**src/include/osfm_pkg.sv**
```systemverilog
// Operation
// - Crystal modes count 1024 external oscillator cycles before trusting the oscillator.
// - Start-up count runs after power-up delay expiry and on every wake-up.
// - During the count the core is held unless fail-safe or two-speed is enabled.
// - With fail-safe or two-speed enabled, code runs from internal clock during count.
// - Monitoring works only with its enable bit, in every external oscillator mode.
// - Failure is declared only after the start-up count has expired.
// - Sample clock is the low-frequency internal oscillator divided by 64.
// - Latch set on external falling edge, cleared on sample clock rising edge.
// - Failure when a whole sample half period passes without external clock low.
// - On failure switch system clock to internal and set oscillator-fail flag.
// - Interrupt requested when fail flag and its enable are both set.
// - System clock stays internal until firmware restarts and switches back successfully.
// - Internal frequency after failure is the 4-bit internal frequency select field.
// - Fail state cleared by reset, sleep entry, or a change of source select.
// - Source select change restarts the count; run internal until count and switch finish.
// - If the external clock still fails after switch-back, the flag sets again; in crystal modes the count never ends and the flag stays clear.
// - External clock and RC modes skip the count; monitoring starts at once.
// - Enabling fail-safe monitoring also enables two-speed start-up.
package osfm_pkg;

   // =========================================================
   // Register indices
   localparam logic [2:0] OFS_OSC_CONTROL   = 3'h0;
   localparam logic [2:0] OFS_OSC_STATUS    = 3'h1;
   localparam logic [2:0] OFS_IRQ_FLAGS_2   = 3'h2;
   localparam logic [2:0] OFS_IRQ_ENABLES_2 = 3'h3;
   localparam logic [2:0] OFS_CONFIG        = 3'h4;

   // =========================================================
   // Field positions
   localparam int SRC_LSB      = 0;
   localparam int IFS_LSB      = 3;
   localparam int OSC_FAIL_BIT = 7;
   localparam int CFG_FSM_BIT  = 0;
   localparam int CFG_TWO_BIT  = 1;
   localparam int CFG_MODE_LSB = 2;
   localparam int STS_DONE_BIT = 0;
   localparam int STS_EXT_BIT  = 1;
   localparam int STS_FAIL_BIT = 2;
   localparam int STS_RUN_BIT  = 3;

   // =========================================================
   // Reset values and encodings
   localparam logic [1:0] SRC_PRIMARY    = 2'h0;
   localparam logic [1:0] SRC_RESET      = 2'h0;
   localparam logic [3:0] IFS_RESET      = 4'h7;
   localparam logic [7:0] CONFIG_RESET   = 8'h00;

   // =========================================================
   // Timing counts
   localparam int STARTUP_CYCLES = 1024;
   localparam int SAMPLE_DIVIDE  = 64;
   localparam int SAMPLE_HALF    = SAMPLE_DIVIDE / 2;

   // =========================================================
   // Oscillator modes and start-up states
   typedef enum logic [2:0] {
      MODE_LOW_POWER_CRYSTAL  = 3'h0,
      MODE_CRYSTAL            = 3'h1,
      MODE_HIGH_SPEED_CRYSTAL = 3'h2,
      MODE_EXTERNAL_CLOCK     = 3'h3,
      MODE_RESISTOR_CAP       = 3'h4,
      MODE_SECONDARY          = 3'h5
   } osfm_mode_t;

   typedef enum logic [1:0] {
      ST_POWERUP_WAIT,
      ST_ASLEEP,
      ST_COUNTING,
      ST_READY
   } osfm_state_t;

endpackage

```
**src/rtl/osfm_top.sv**
```systemverilog
`timescale 1ns/1ns
module osfm_top #(
   parameter int STARTUP_COUNT = osfm_pkg::STARTUP_CYCLES,
   parameter int SAMPLE_DIV    = osfm_pkg::SAMPLE_DIVIDE
) (
   input  wire logic       clk,
   input  wire logic       reset_n,
   input  wire logic       extClkPin,
   input  wire logic       lowFreqOscPin,
   input  wire logic       powerupDelayDone,
   input  wire logic       sleepEntry,
   input  wire logic       wakeFromSleep,
   input  wire logic [2:0] regAddr,
   input  wire logic [7:0] regWrData,
   input  wire logic       regWr,
   input  wire logic       regRd,
   output logic      [7:0] regRdData,
   output logic            sysClkExternal,
   output logic            cpuHold,
   output logic            oscFailIrq,
   output logic      [3:0] internalFreqSelect,
   output logic            oscStarted
);

   localparam int OW = $clog2(STARTUP_COUNT);
   localparam int DW = $clog2(SAMPLE_DIV);
   localparam logic [OW-1:0] CNT_LAST = OW'(STARTUP_COUNT - 1);
   localparam logic [DW-1:0] DIV_HALF = DW'(SAMPLE_DIV / 2);

   // =========================================================
   // Elaboration checks
   if (STARTUP_COUNT < 2 || (STARTUP_COUNT & (STARTUP_COUNT - 1)) != 0) begin : g_chk_startup
      $error("STARTUP_COUNT must be a power of two of at least 2");
   end
   if (SAMPLE_DIV < 4 || (SAMPLE_DIV & (SAMPLE_DIV - 1)) != 0) begin : g_chk_div
      $error("SAMPLE_DIV must be a power of two of at least 4");
   end

   // =========================================================
   // Pin synchronisers
   logic [2:0] extSync_q;
   logic [2:0] extSync_d;
   logic [2:0] lfSync_q;
   logic [2:0] lfSync_d;
   logic       extFall;
   logic       lfRise;

   // Two stages, third stage only for edge detection
   always_comb begin
      extSync_d = {extSync_q[1:0], extClkPin};
      lfSync_d  = {lfSync_q[1:0], lowFreqOscPin};
   end

   // Synchroniser flops
   always_ff @(posedge clk) begin
      if (!reset_n) begin
         extSync_q <= 3'h0;
         lfSync_q  <= 3'h0;
      end else begin
         extSync_q <= extSync_d;
         lfSync_q  <= lfSync_d;
      end
   end

   assign extFall = extSync_q[2] & ~extSync_q[1];
   assign lfRise  = ~lfSync_q[2] & lfSync_q[1];

   // =========================================================
   // Registers
   logic [1:0] srcSel_q;
   logic [1:0] srcSel_d;
   logic [3:0] ifs_q;
   logic [3:0] ifs_d;
   logic [7:0] config_q;
   logic [7:0] config_d;
   logic       failFlag_q;
   logic       failFlag_d;
   logic       failIrqEn_q;
   logic       failIrqEn_d;
   logic       srcChange;
   logic       monitorEnable;
   logic       twoSpeedEff;
   logic       countMode;
   logic       failDetect;
   logic       failState_q;

   assign srcChange     = regWr && regAddr == osfm_pkg::OFS_OSC_CONTROL
                          && regWrData[osfm_pkg::SRC_LSB +: 2] != srcSel_q;
   assign monitorEnable = config_q[osfm_pkg::CFG_FSM_BIT];
   assign twoSpeedEff   = config_q[osfm_pkg::CFG_TWO_BIT] | monitorEnable;
   // Only crystal and resonator modes need the start-up count
   assign countMode     = config_q[osfm_pkg::CFG_MODE_LSB +: 3] <= 3'h2;

   // Register writes; hardware set of the fail flag wins
   always_comb begin
      srcSel_d    = srcSel_q;
      ifs_d       = ifs_q;
      config_d    = config_q;
      failFlag_d  = failFlag_q;
      failIrqEn_d = failIrqEn_q;
      if (regWr) begin
         case (regAddr)
            osfm_pkg::OFS_OSC_CONTROL: begin
               srcSel_d = regWrData[osfm_pkg::SRC_LSB +: 2];
               ifs_d    = regWrData[osfm_pkg::IFS_LSB +: 4];
            end
            osfm_pkg::OFS_IRQ_FLAGS_2:   failFlag_d  = regWrData[osfm_pkg::OSC_FAIL_BIT];
            osfm_pkg::OFS_IRQ_ENABLES_2: failIrqEn_d = regWrData[osfm_pkg::OSC_FAIL_BIT];
            osfm_pkg::OFS_CONFIG:        config_d    = regWrData;
            default: ;
         endcase
      end
      if (failDetect) begin
         failFlag_d = 1'b1;
      end
   end

   // Software-visible register flops
   always_ff @(posedge clk) begin
      if (!reset_n) begin
         srcSel_q    <= osfm_pkg::SRC_RESET;
         ifs_q       <= osfm_pkg::IFS_RESET;
         config_q    <= osfm_pkg::CONFIG_RESET;
         failFlag_q  <= 1'b0;
         failIrqEn_q <= 1'b0;
      end else begin
         srcSel_q    <= srcSel_d;
         ifs_q       <= ifs_d;
         config_q    <= config_d;
         failFlag_q  <= failFlag_d;
         failIrqEn_q <= failIrqEn_d;
      end
   end

   // =========================================================
   // Start-up sequencer and counter
   osfm_pkg::osfm_state_t state_q;
   osfm_pkg::osfm_state_t state_d;
   logic [OW-1:0]         startCnt_q;
   logic [OW-1:0]         startCnt_d;
   logic                  restart;

   assign restart = (state_q == osfm_pkg::ST_POWERUP_WAIT && powerupDelayDone)
                    || (state_q == osfm_pkg::ST_ASLEEP && wakeFromSleep)
                    || (srcChange && state_q != osfm_pkg::ST_ASLEEP);

   // Counts external oscillations from zero after each restart
   always_comb begin
      state_d    = state_q;
      startCnt_d = startCnt_q;
      case (state_q)
         osfm_pkg::ST_POWERUP_WAIT,
         osfm_pkg::ST_ASLEEP,
         osfm_pkg::ST_READY: begin
            if (restart) begin
               startCnt_d = '0;
               state_d    = countMode ? osfm_pkg::ST_COUNTING : osfm_pkg::ST_READY;
            end
         end
         osfm_pkg::ST_COUNTING: begin
            if (restart) begin
               startCnt_d = '0;
            end else if (extFall) begin
               startCnt_d = startCnt_q + 1'b1;
               if (startCnt_q == CNT_LAST) begin
                  state_d = osfm_pkg::ST_READY;
               end
            end
         end
         default: state_d = osfm_pkg::ST_POWERUP_WAIT;
      endcase
      if (sleepEntry) begin
         state_d = osfm_pkg::ST_ASLEEP;
      end
   end

   // Sequencer flops
   always_ff @(posedge clk) begin
      if (!reset_n) begin
         state_q    <= osfm_pkg::ST_POWERUP_WAIT;
         startCnt_q <= '0;
      end else begin
         state_q    <= state_d;
         startCnt_q <= startCnt_d;
      end
   end

   // =========================================================
   // Sample clock divider and fail detector
   logic [DW-1:0] divCnt_q;
   logic [DW-1:0] divCnt_d;
   logic          latch_q;
   logic          latch_d;
   logic          sampleRise;
   logic          sampleFall;
   logic          failState_d;

   assign sampleRise = lfRise && divCnt_q == '1;
   assign sampleFall = lfRise && divCnt_q == DIV_HALF - 1'b1;
   // Whole half period with the latch still clear
   assign failDetect = sampleFall && !latch_q && !extFall && monitorEnable
                       && state_q == osfm_pkg::ST_READY && sysClkExternal
                       && !failState_q;

   // Divider, detector latch and fail state
   always_comb begin
      divCnt_d    = lfRise ? divCnt_q + 1'b1 : divCnt_q;
      latch_d     = latch_q;
      failState_d = failState_q;
      if (extFall) begin
         latch_d = 1'b1;
      end else if (sampleRise) begin
         latch_d = 1'b0;
      end
      if (failDetect) begin
         failState_d = 1'b1;
      end else if (sleepEntry || srcChange) begin
         failState_d = 1'b0;
      end
   end

   // Detector flops
   always_ff @(posedge clk) begin
      if (!reset_n) begin
         divCnt_q    <= '0;
         latch_q     <= 1'b0;
         failState_q <= 1'b0;
      end else begin
         divCnt_q    <= divCnt_d;
         latch_q     <= latch_d;
         failState_q <= failState_d;
      end
   end

   // =========================================================
   // Outputs and read-back
   logic [7:0] rdData_d;
   logic [7:0] status;
   logic       sysExt_d;
   logic       hold_d;
   logic       irq_d;
   logic       started_d;

   assign status = {4'h0, state_q == osfm_pkg::ST_COUNTING, failState_q, sysClkExternal,
                    oscStarted};

   always_comb begin
      // External only after the count and with no failure pending
      sysExt_d  = srcSel_q == osfm_pkg::SRC_PRIMARY && state_q == osfm_pkg::ST_READY
                  && !failState_q && !srcChange;
      hold_d    = state_q == osfm_pkg::ST_COUNTING && !twoSpeedEff;
      irq_d     = failFlag_q && failIrqEn_q;
      started_d = state_q == osfm_pkg::ST_READY;
      rdData_d  = 8'h00;
      if (regRd) begin
         case (regAddr)
            osfm_pkg::OFS_OSC_CONTROL:   rdData_d = {1'b0, ifs_q, 1'b0, srcSel_q};
            osfm_pkg::OFS_OSC_STATUS:    rdData_d = status;
            osfm_pkg::OFS_IRQ_FLAGS_2:   rdData_d = {failFlag_q, 7'h00};
            osfm_pkg::OFS_IRQ_ENABLES_2: rdData_d = {failIrqEn_q, 7'h00};
            osfm_pkg::OFS_CONFIG:        rdData_d = config_q;
            default:                     rdData_d = 8'h00;
         endcase
      end
   end

   // Output flops
   always_ff @(posedge clk) begin
      if (!reset_n) begin
         regRdData          <= 8'h00;
         sysClkExternal     <= 1'b0;
         cpuHold            <= 1'b0;
         oscFailIrq         <= 1'b0;
         internalFreqSelect <= osfm_pkg::IFS_RESET;
         oscStarted         <= 1'b0;
      end else begin
         regRdData          <= rdData_d;
         sysClkExternal     <= sysExt_d;
         cpuHold            <= hold_d;
         oscFailIrq         <= irq_d;
         internalFreqSelect <= ifs_q;
         oscStarted         <= started_d;
      end
   end
endmodule // osfm_top

```
**config.mk**
```make
export PLATFORM = sky130hd
export DESIGN_NAME = osfm_top
export DESIGN_NICKNAME = d
export VERILOG_FILES = /design/src/include/osfm_pkg.sv /design/src/rtl/osfm_top.sv
export SDC_FILE = /design/constraint.sdc
export NUM_CORES = 1
export LEC_CHECK = 0
export ABC_AREA = 1
export BUFFER_PORTS_ARGS = -buffer_cell sky130_fd_sc_hd__buf_4
export CAP_MARGIN = 25
export CORE_ASPECT_RATIO = 1.1
export CORE_UTILIZATION = 50
export DETAILED_ROUTE_END_ITERATION = 16
export PLACE_DENSITY = 0.71
export SYNTH_ARGS = -nofsm -noshare
export SYNTH_HDL_FRONTEND = slang
export SYNTH_SLANG_ARGS = --single-unit
```
**constraint.sdc**
```tcl
create_clock -name clk -period 1.9 [get_ports clk]
set_clock_uncertainty 0.15 [all_clocks]
set_input_delay 0.285 -clock clk [delete_from_list [all_inputs] [get_ports clk]]
set_output_delay 0.285 -clock clk [all_outputs]
set_load 0.05 [all_outputs]
```
Yosys cells after proc, flatten, opt, wreduce, memory -nomap -nowiden:

Cells that the tools add are included.

* add/subtract/negate cells: 2
* magnitude comparators: 1
* equal/unequal tests: 21
* multiplexer cells: 19
* bitwise logic cells: 6
* reductions and logical operators: 43

Operator list (number)
* 8-bit one-hot mux with 5 select lines: 1
* 10-bit two-way mux: 3
* 10-bit one-hot mux with 2 select lines: 1
* 1-bit logical AND: 18
* 3-bit inequality test (second input constant): 4
* 2-bit AND reduction: 6
* 10-bit by 1-bit adder with 10-bit output (second input constant): 1
* 10-bit equality test (second input constant): 1
* 1-bit two-way mux: 9
* 2-bit two-way mux: 4
* 4-bit AND reduction: 2
* 2-bit nonzero test: 4
* 6-bit by 1-bit adder with 6-bit output (second input constant): 1
* 3-bit by 2-bit equality test with 1-bit output (second input constant): 2
* 6-bit by 5-bit equality test with 1-bit output (second input constant): 1
* 6-bit equality test (second input constant): 1
* 2-bit inequality test (second input constant): 3
* 1-bit zero test: 5
* 2-bit equality test (second input constant): 2
* 2-bit zero test: 2
* 2-bit by 1-bit inequality test with 1-bit output (second input constant): 2
* 2-bit one-hot mux with 2 select lines: 1
* 3-bit by 1-bit equality test with 1-bit output (second input constant): 1
* 3-bit equality test (second input constant): 1
* other kinds (11): 16

* bits in registers: 58
* output and inout port bits: 16

Depth between registers and ports, before layout:

* depth in word-level cells: 11
* mapped depth: 10

Least setup slack after synthesis:

Ideal clock, no wire load.

* path kind: register -> register
* start: register sysClkExternal
* end: register failFlag_q
* data arrival time: 1199 ps
* required time: 1680 ps
* path slack: 481 ps
* cell stages (with the launch flop): 5
* clock period less this slack: 1419 ps
* cells stage by stage: dfxtp_1 inv_1 nor4b_1 nand3_1 a21oi_1

* longest elaborated chain between the ends: 4
* elaborated cells on any way between the ends: 6
* those cells by class: mux: 1; reduce/logical: 5

Ends and longest elaborated chain
* from (decl): RTL line osfm_top.sv:18 `output logic sysClkExternal,`
* from (signal assigned): RTL line osfm_top.sv:278 `sysClkExternal <= sysExt_d;`
* 1-bit logical AND (*): RTL line osfm_top.sv:202 `&& state_q == osfm_pkg::ST_READY && sysClkExternal`
* 1-bit logical AND (*): RTL line osfm_top.sv:203 `&& !failState_q;`
* 2-bit nonzero test (no line)
* 2-bit AND reduction (no line)
* to (signal assigned): RTL line osfm_top.sv:130 `failFlag_q <= failFlag_d;`
* to (decl): RTL line osfm_top.sv:76 `logic failFlag_q;`

Every way passes the cells marked *; elsewhere a longest branch is shown, timed or not.
A chain may end at the register's enable or synchronous reset.

Worst setup path after layout:

* start: register lfSync_q[1]
* end: register latch_q

* longest elaborated chain between the ends: 3

Ends and longest elaborated chain
* from (decl): RTL line osfm_top.sv:43 `logic [2:0] lfSync_q;`
* from (signal assigned): RTL line osfm_top.sv:61 `lfSync_q <= lfSync_d;`
* 1-bit bitwise AND: RTL line osfm_top.sv:66 `assign lfRise = ~lfSync_q[2] & lfSync_q[1];`
* 1-bit logical AND: RTL line osfm_top.sv:198 `assign sampleRise = lfRise && divCnt_q == '1;`
* 2-bit nonzero test (no line)
* to (signal assigned): RTL line osfm_top.sv:230 `latch_q <= latch_d;`
* to (decl): RTL line osfm_top.sv:192 `logic latch_q;`

Every way passes these cells.

==> run summary <==
Critical-path cell list: inv_1 > nor2_2 > nand3_1 > nor2_1 > nand3_1 > a21oi_1 > nor2_1
Startpoint types: flop
FP Rows: 26
Fill count: 424
Diodes inserted: 0
Post-CTS sizing: 0
Starting Density: 52.3%
Layout Nets: 382
Final worst-path cycle share: 78.8%
Synth area leader: dfxtp_1
Status: complete, no violations
EDFF count, synth: 0
Kind of critical path: reg2reg
Mapped Cells: 315
H-Tree Depth: 3
Fmax: 668 MHz
Antenna Violating Nets Remaining: 0
Max-cap violations: 0
Post-CTS setup buffer count: 0
Avg Cell Area, Syn: 7.73 µm²
Max Root-Sink Buffers: 2
DRC viols: 0
Sink Count: 58
Pleak: 1.31 nW
First-pass GRT wire length: 8290 µm
Synth Warn #: 0
GRT Util Overall: 22.1%
Hold-fix buffers at CTS: 2
Max_slew headroom: 76.9%
Die W: 68.5 µm
Slowest-stage cell, CP: dfxtp_1
Clock Tree Root: clkbuf_8
Max IR drop VDD: 0.000592 V
Yosys cell types: 37
WP data arrival: 1.57 ns
Avg Vias per Cell: 5.02
Area grow syn2layout: 23.2%
Remaining Overflow, GRT: 0
Worst Path Required: 1.97 ns
Worst Hold Endpoint: ifs_q[1]$_SDFFE_PN1P_
Gpl congestion: 0.776
FFs w/ async S/R, synth: 0%
Fin crit period: 1.50 ns
Most common cell in the netlist: nand2_1
Largest net degree at the start of global routing: 26
Syn_nets: 337
CP Launch Point: lfSync_q[1]$_SDFF_PN0_
Fin Setup TNS: 0 ns
Max incr delay on CP: 0.32 ns
Top FF cell, synth: dfxtp_1
Reg clk slew, reported paths: 0.06 ns
Synth Cell Area: 2430 µm²
Dpl hpwl: 3440 µm
Slew @ Worst Pin: 0.343 ns
Die area: 5150 µm²
Final core utilization: 64.5%
Synth area leaders: dfxtp_1 (48%), nand2_1 (10%), inv_1 (6.6%), a21oi_1 (6.4%), nand3_1 (4.3%)
R2R Path End: latch_q$_SDFFE_PN0P_
Io pins: 36
Final WL: 4870 µm
Hold-critical path depth: 3
DR iter-0 viols: 140
Average wire per standard cell: 11.6 µm
Die height: 75.2 µm
Final Hold Fails: 0
Sequential-to-total area share from yosys stat: 47.7%
Initial antenna violation count: 0
Crit end category: flop
Hold Path Class: in2reg
Final Slew Violations: 0
First-pass DRT Iterations: 4
Worst hold start: regWrData[4]
Port buffer count: 35
Final setup violation count: 0
Clock latency on the worst-skew pair: 0.33 ns
R2R depth: 7
Setup slack, reg-to-reg: 0.40 ns
Synth top area share: 47.7%
Vias in the first global route: 1,905
TritonCTS clock tree: yes
Pwr/cell area: 903 nW/µm²
Vias: 2,114
RR Startpoint: lfSync_q[1]$_SDFF_PN0_
RSZ-0062 raised after global routing: no
CTS Buf Count: 9
Synth top cells by count: nand2_1 (66), dfxtp_1 (58), inv_1 (43)
Layout cells sized above 1: 21.4%
Max Fanout on Critical Path: 5
#FFs+latches synth: 58
Core area: 4650 µm²
[cells by family (layout without fill, tap and decap cells)]
family          Yosys count  after routing  synth area share (%)
compound gates           52             52                  11.5
xor+xnor                  2              2                 0.720
fa+ha+maj                 2              2                  1.03
buf+inv                  54            104                  8.79
flops                    58             58                  47.7
mux                       1              1                 0.411
simple gates            146            146                  29.9
[state kept, by name (all words and copies together), names as in the netlist, 2 cells and up]
| register | count |
|---|---|
| startCnt_q | 10 |
| config_q | 8 |
| regRdData | 8 |
| divCnt_q | 6 |
| ifs_q | 4 |
| internalFreqSelect | 4 |
| extSync_q | 3 |
| lfSync_q | 3 |
| srcSel_q | 2 |
| state_q | 2 |
[worst max-delay path: cells and delay by family, from the launching register on]
kind / cells / cell delay [ns]
buf+inv: 1 / 0.06
flops: 1 / 0.32
simple gates: 5 / 0.72
compound gates: 1 / 0.14
[layout by cell type (no fill, tap or decap), types with 2 or more instances in the layout]
| cell type | instances |
|---|---|
| nand2_1 | 66 |
| dfxtp_1 | 58 |
| inv_1 | 43 |
| buf_4 | 39 |
| a21oi_1 | 31 |
| nor2_1 | 27 |
| nand3_1 | 21 |
| o21ai_0 | 13 |
| clkbuf_8 | 13 |
| nor3_1 | 7 |
| nor2_2 | 4 |
| nor2_4 | 4 |
| nand2_2 | 3 |
| nand2_4 | 2 |
| inv_2 | 2 |
| nand3_4 | 2 |
| xor2_1 | 2 |
| o22ai_1 | 2 |
| or2_2 | 2 |
| o211ai_1 | 2 |
| ha_1 | 2 |
| clkbuf_1 | 2 |
| dlygate4sd3_1 | 2 |
[per-stage QoR]
| stage | hold slack [ns] | setup slack [ns] | power (mW) | cell area [µm²] | cells |
|---|---|---|---|---|---|
| after floorplan | 0.233 | 0.481 | 1.43 | 2430 | 315 |
| after global placement | 0.256 | 0.352 | 1.51 | 2760 | 403 |
| after detailed placement | 0.251 | 0.330 | 1.51 | 2760 | 403 |
| after CTS | 0.0268 | 0.372 | 2.73 | 3000 | 421 |
| after global routing | 0.0560 | 0.205 | 2.80 | 3000 | 421 |
| final | 0.0323 | 0.403 | 2.71 | 3000 | 421 |
[layout make-up]
class | instances | area, µm² | share of cell area, %
repair buffers | 41 | 313 | 10.4
well taps | 56 | 70.1 | 2.34
multi-input cells | 203 | 1060 | 35.3
clock inverters | 1 | 30.0 | 1.00
flip-flops and latches | 58 | 1160 | 38.7
inverters | 47 | 180 | 6.01
clock buffers | 15 | 186 | 6.21
[where the power goes]
| part | leakage (nW) | switching (mW) | internal [mW] |
|---|---|---|---|
| Combinational | 0.725 | 0.145 | 0.0865 |
| Sequential | 0.470 | 0.0164 | 1.24 |
| Clock | 0.110 | 0.467 | 0.751 |
| Total | 1.31 | 0.628 | 2.08 |
[routing by layer]
layer | vias up | share of wire [%] | GRT usage (%)
li1 | 1104 | - | -
met1 | 953 | 50 | 28.8
met2 | 50 | 44 | 33.6
met3 | 7 | 4.7 | 6.21
met4 | 0 | 1.7 | 10.4
met5 | - | 0 | 0
[how the worst max path moves through the flow]
stage,cells past startpoint,to,slack [ns]
global placement,7,config_q[1]$_SDFFE_PN0P_,0.35
CTS,7,latch_q$_SDFFE_PN0P_,0.37
floorplan,4,failFlag_q$_SDFFE_PN0P_,0.48
global route,9,state_q[0]$_SDFFE_PN0P_,0.21
detailed placement,7,config_q[0]$_SDFFE_PN0P_,0.33
finish,7,latch_q$_SDFFE_PN0P_,0.40
(Power assumes the default switching activity.)
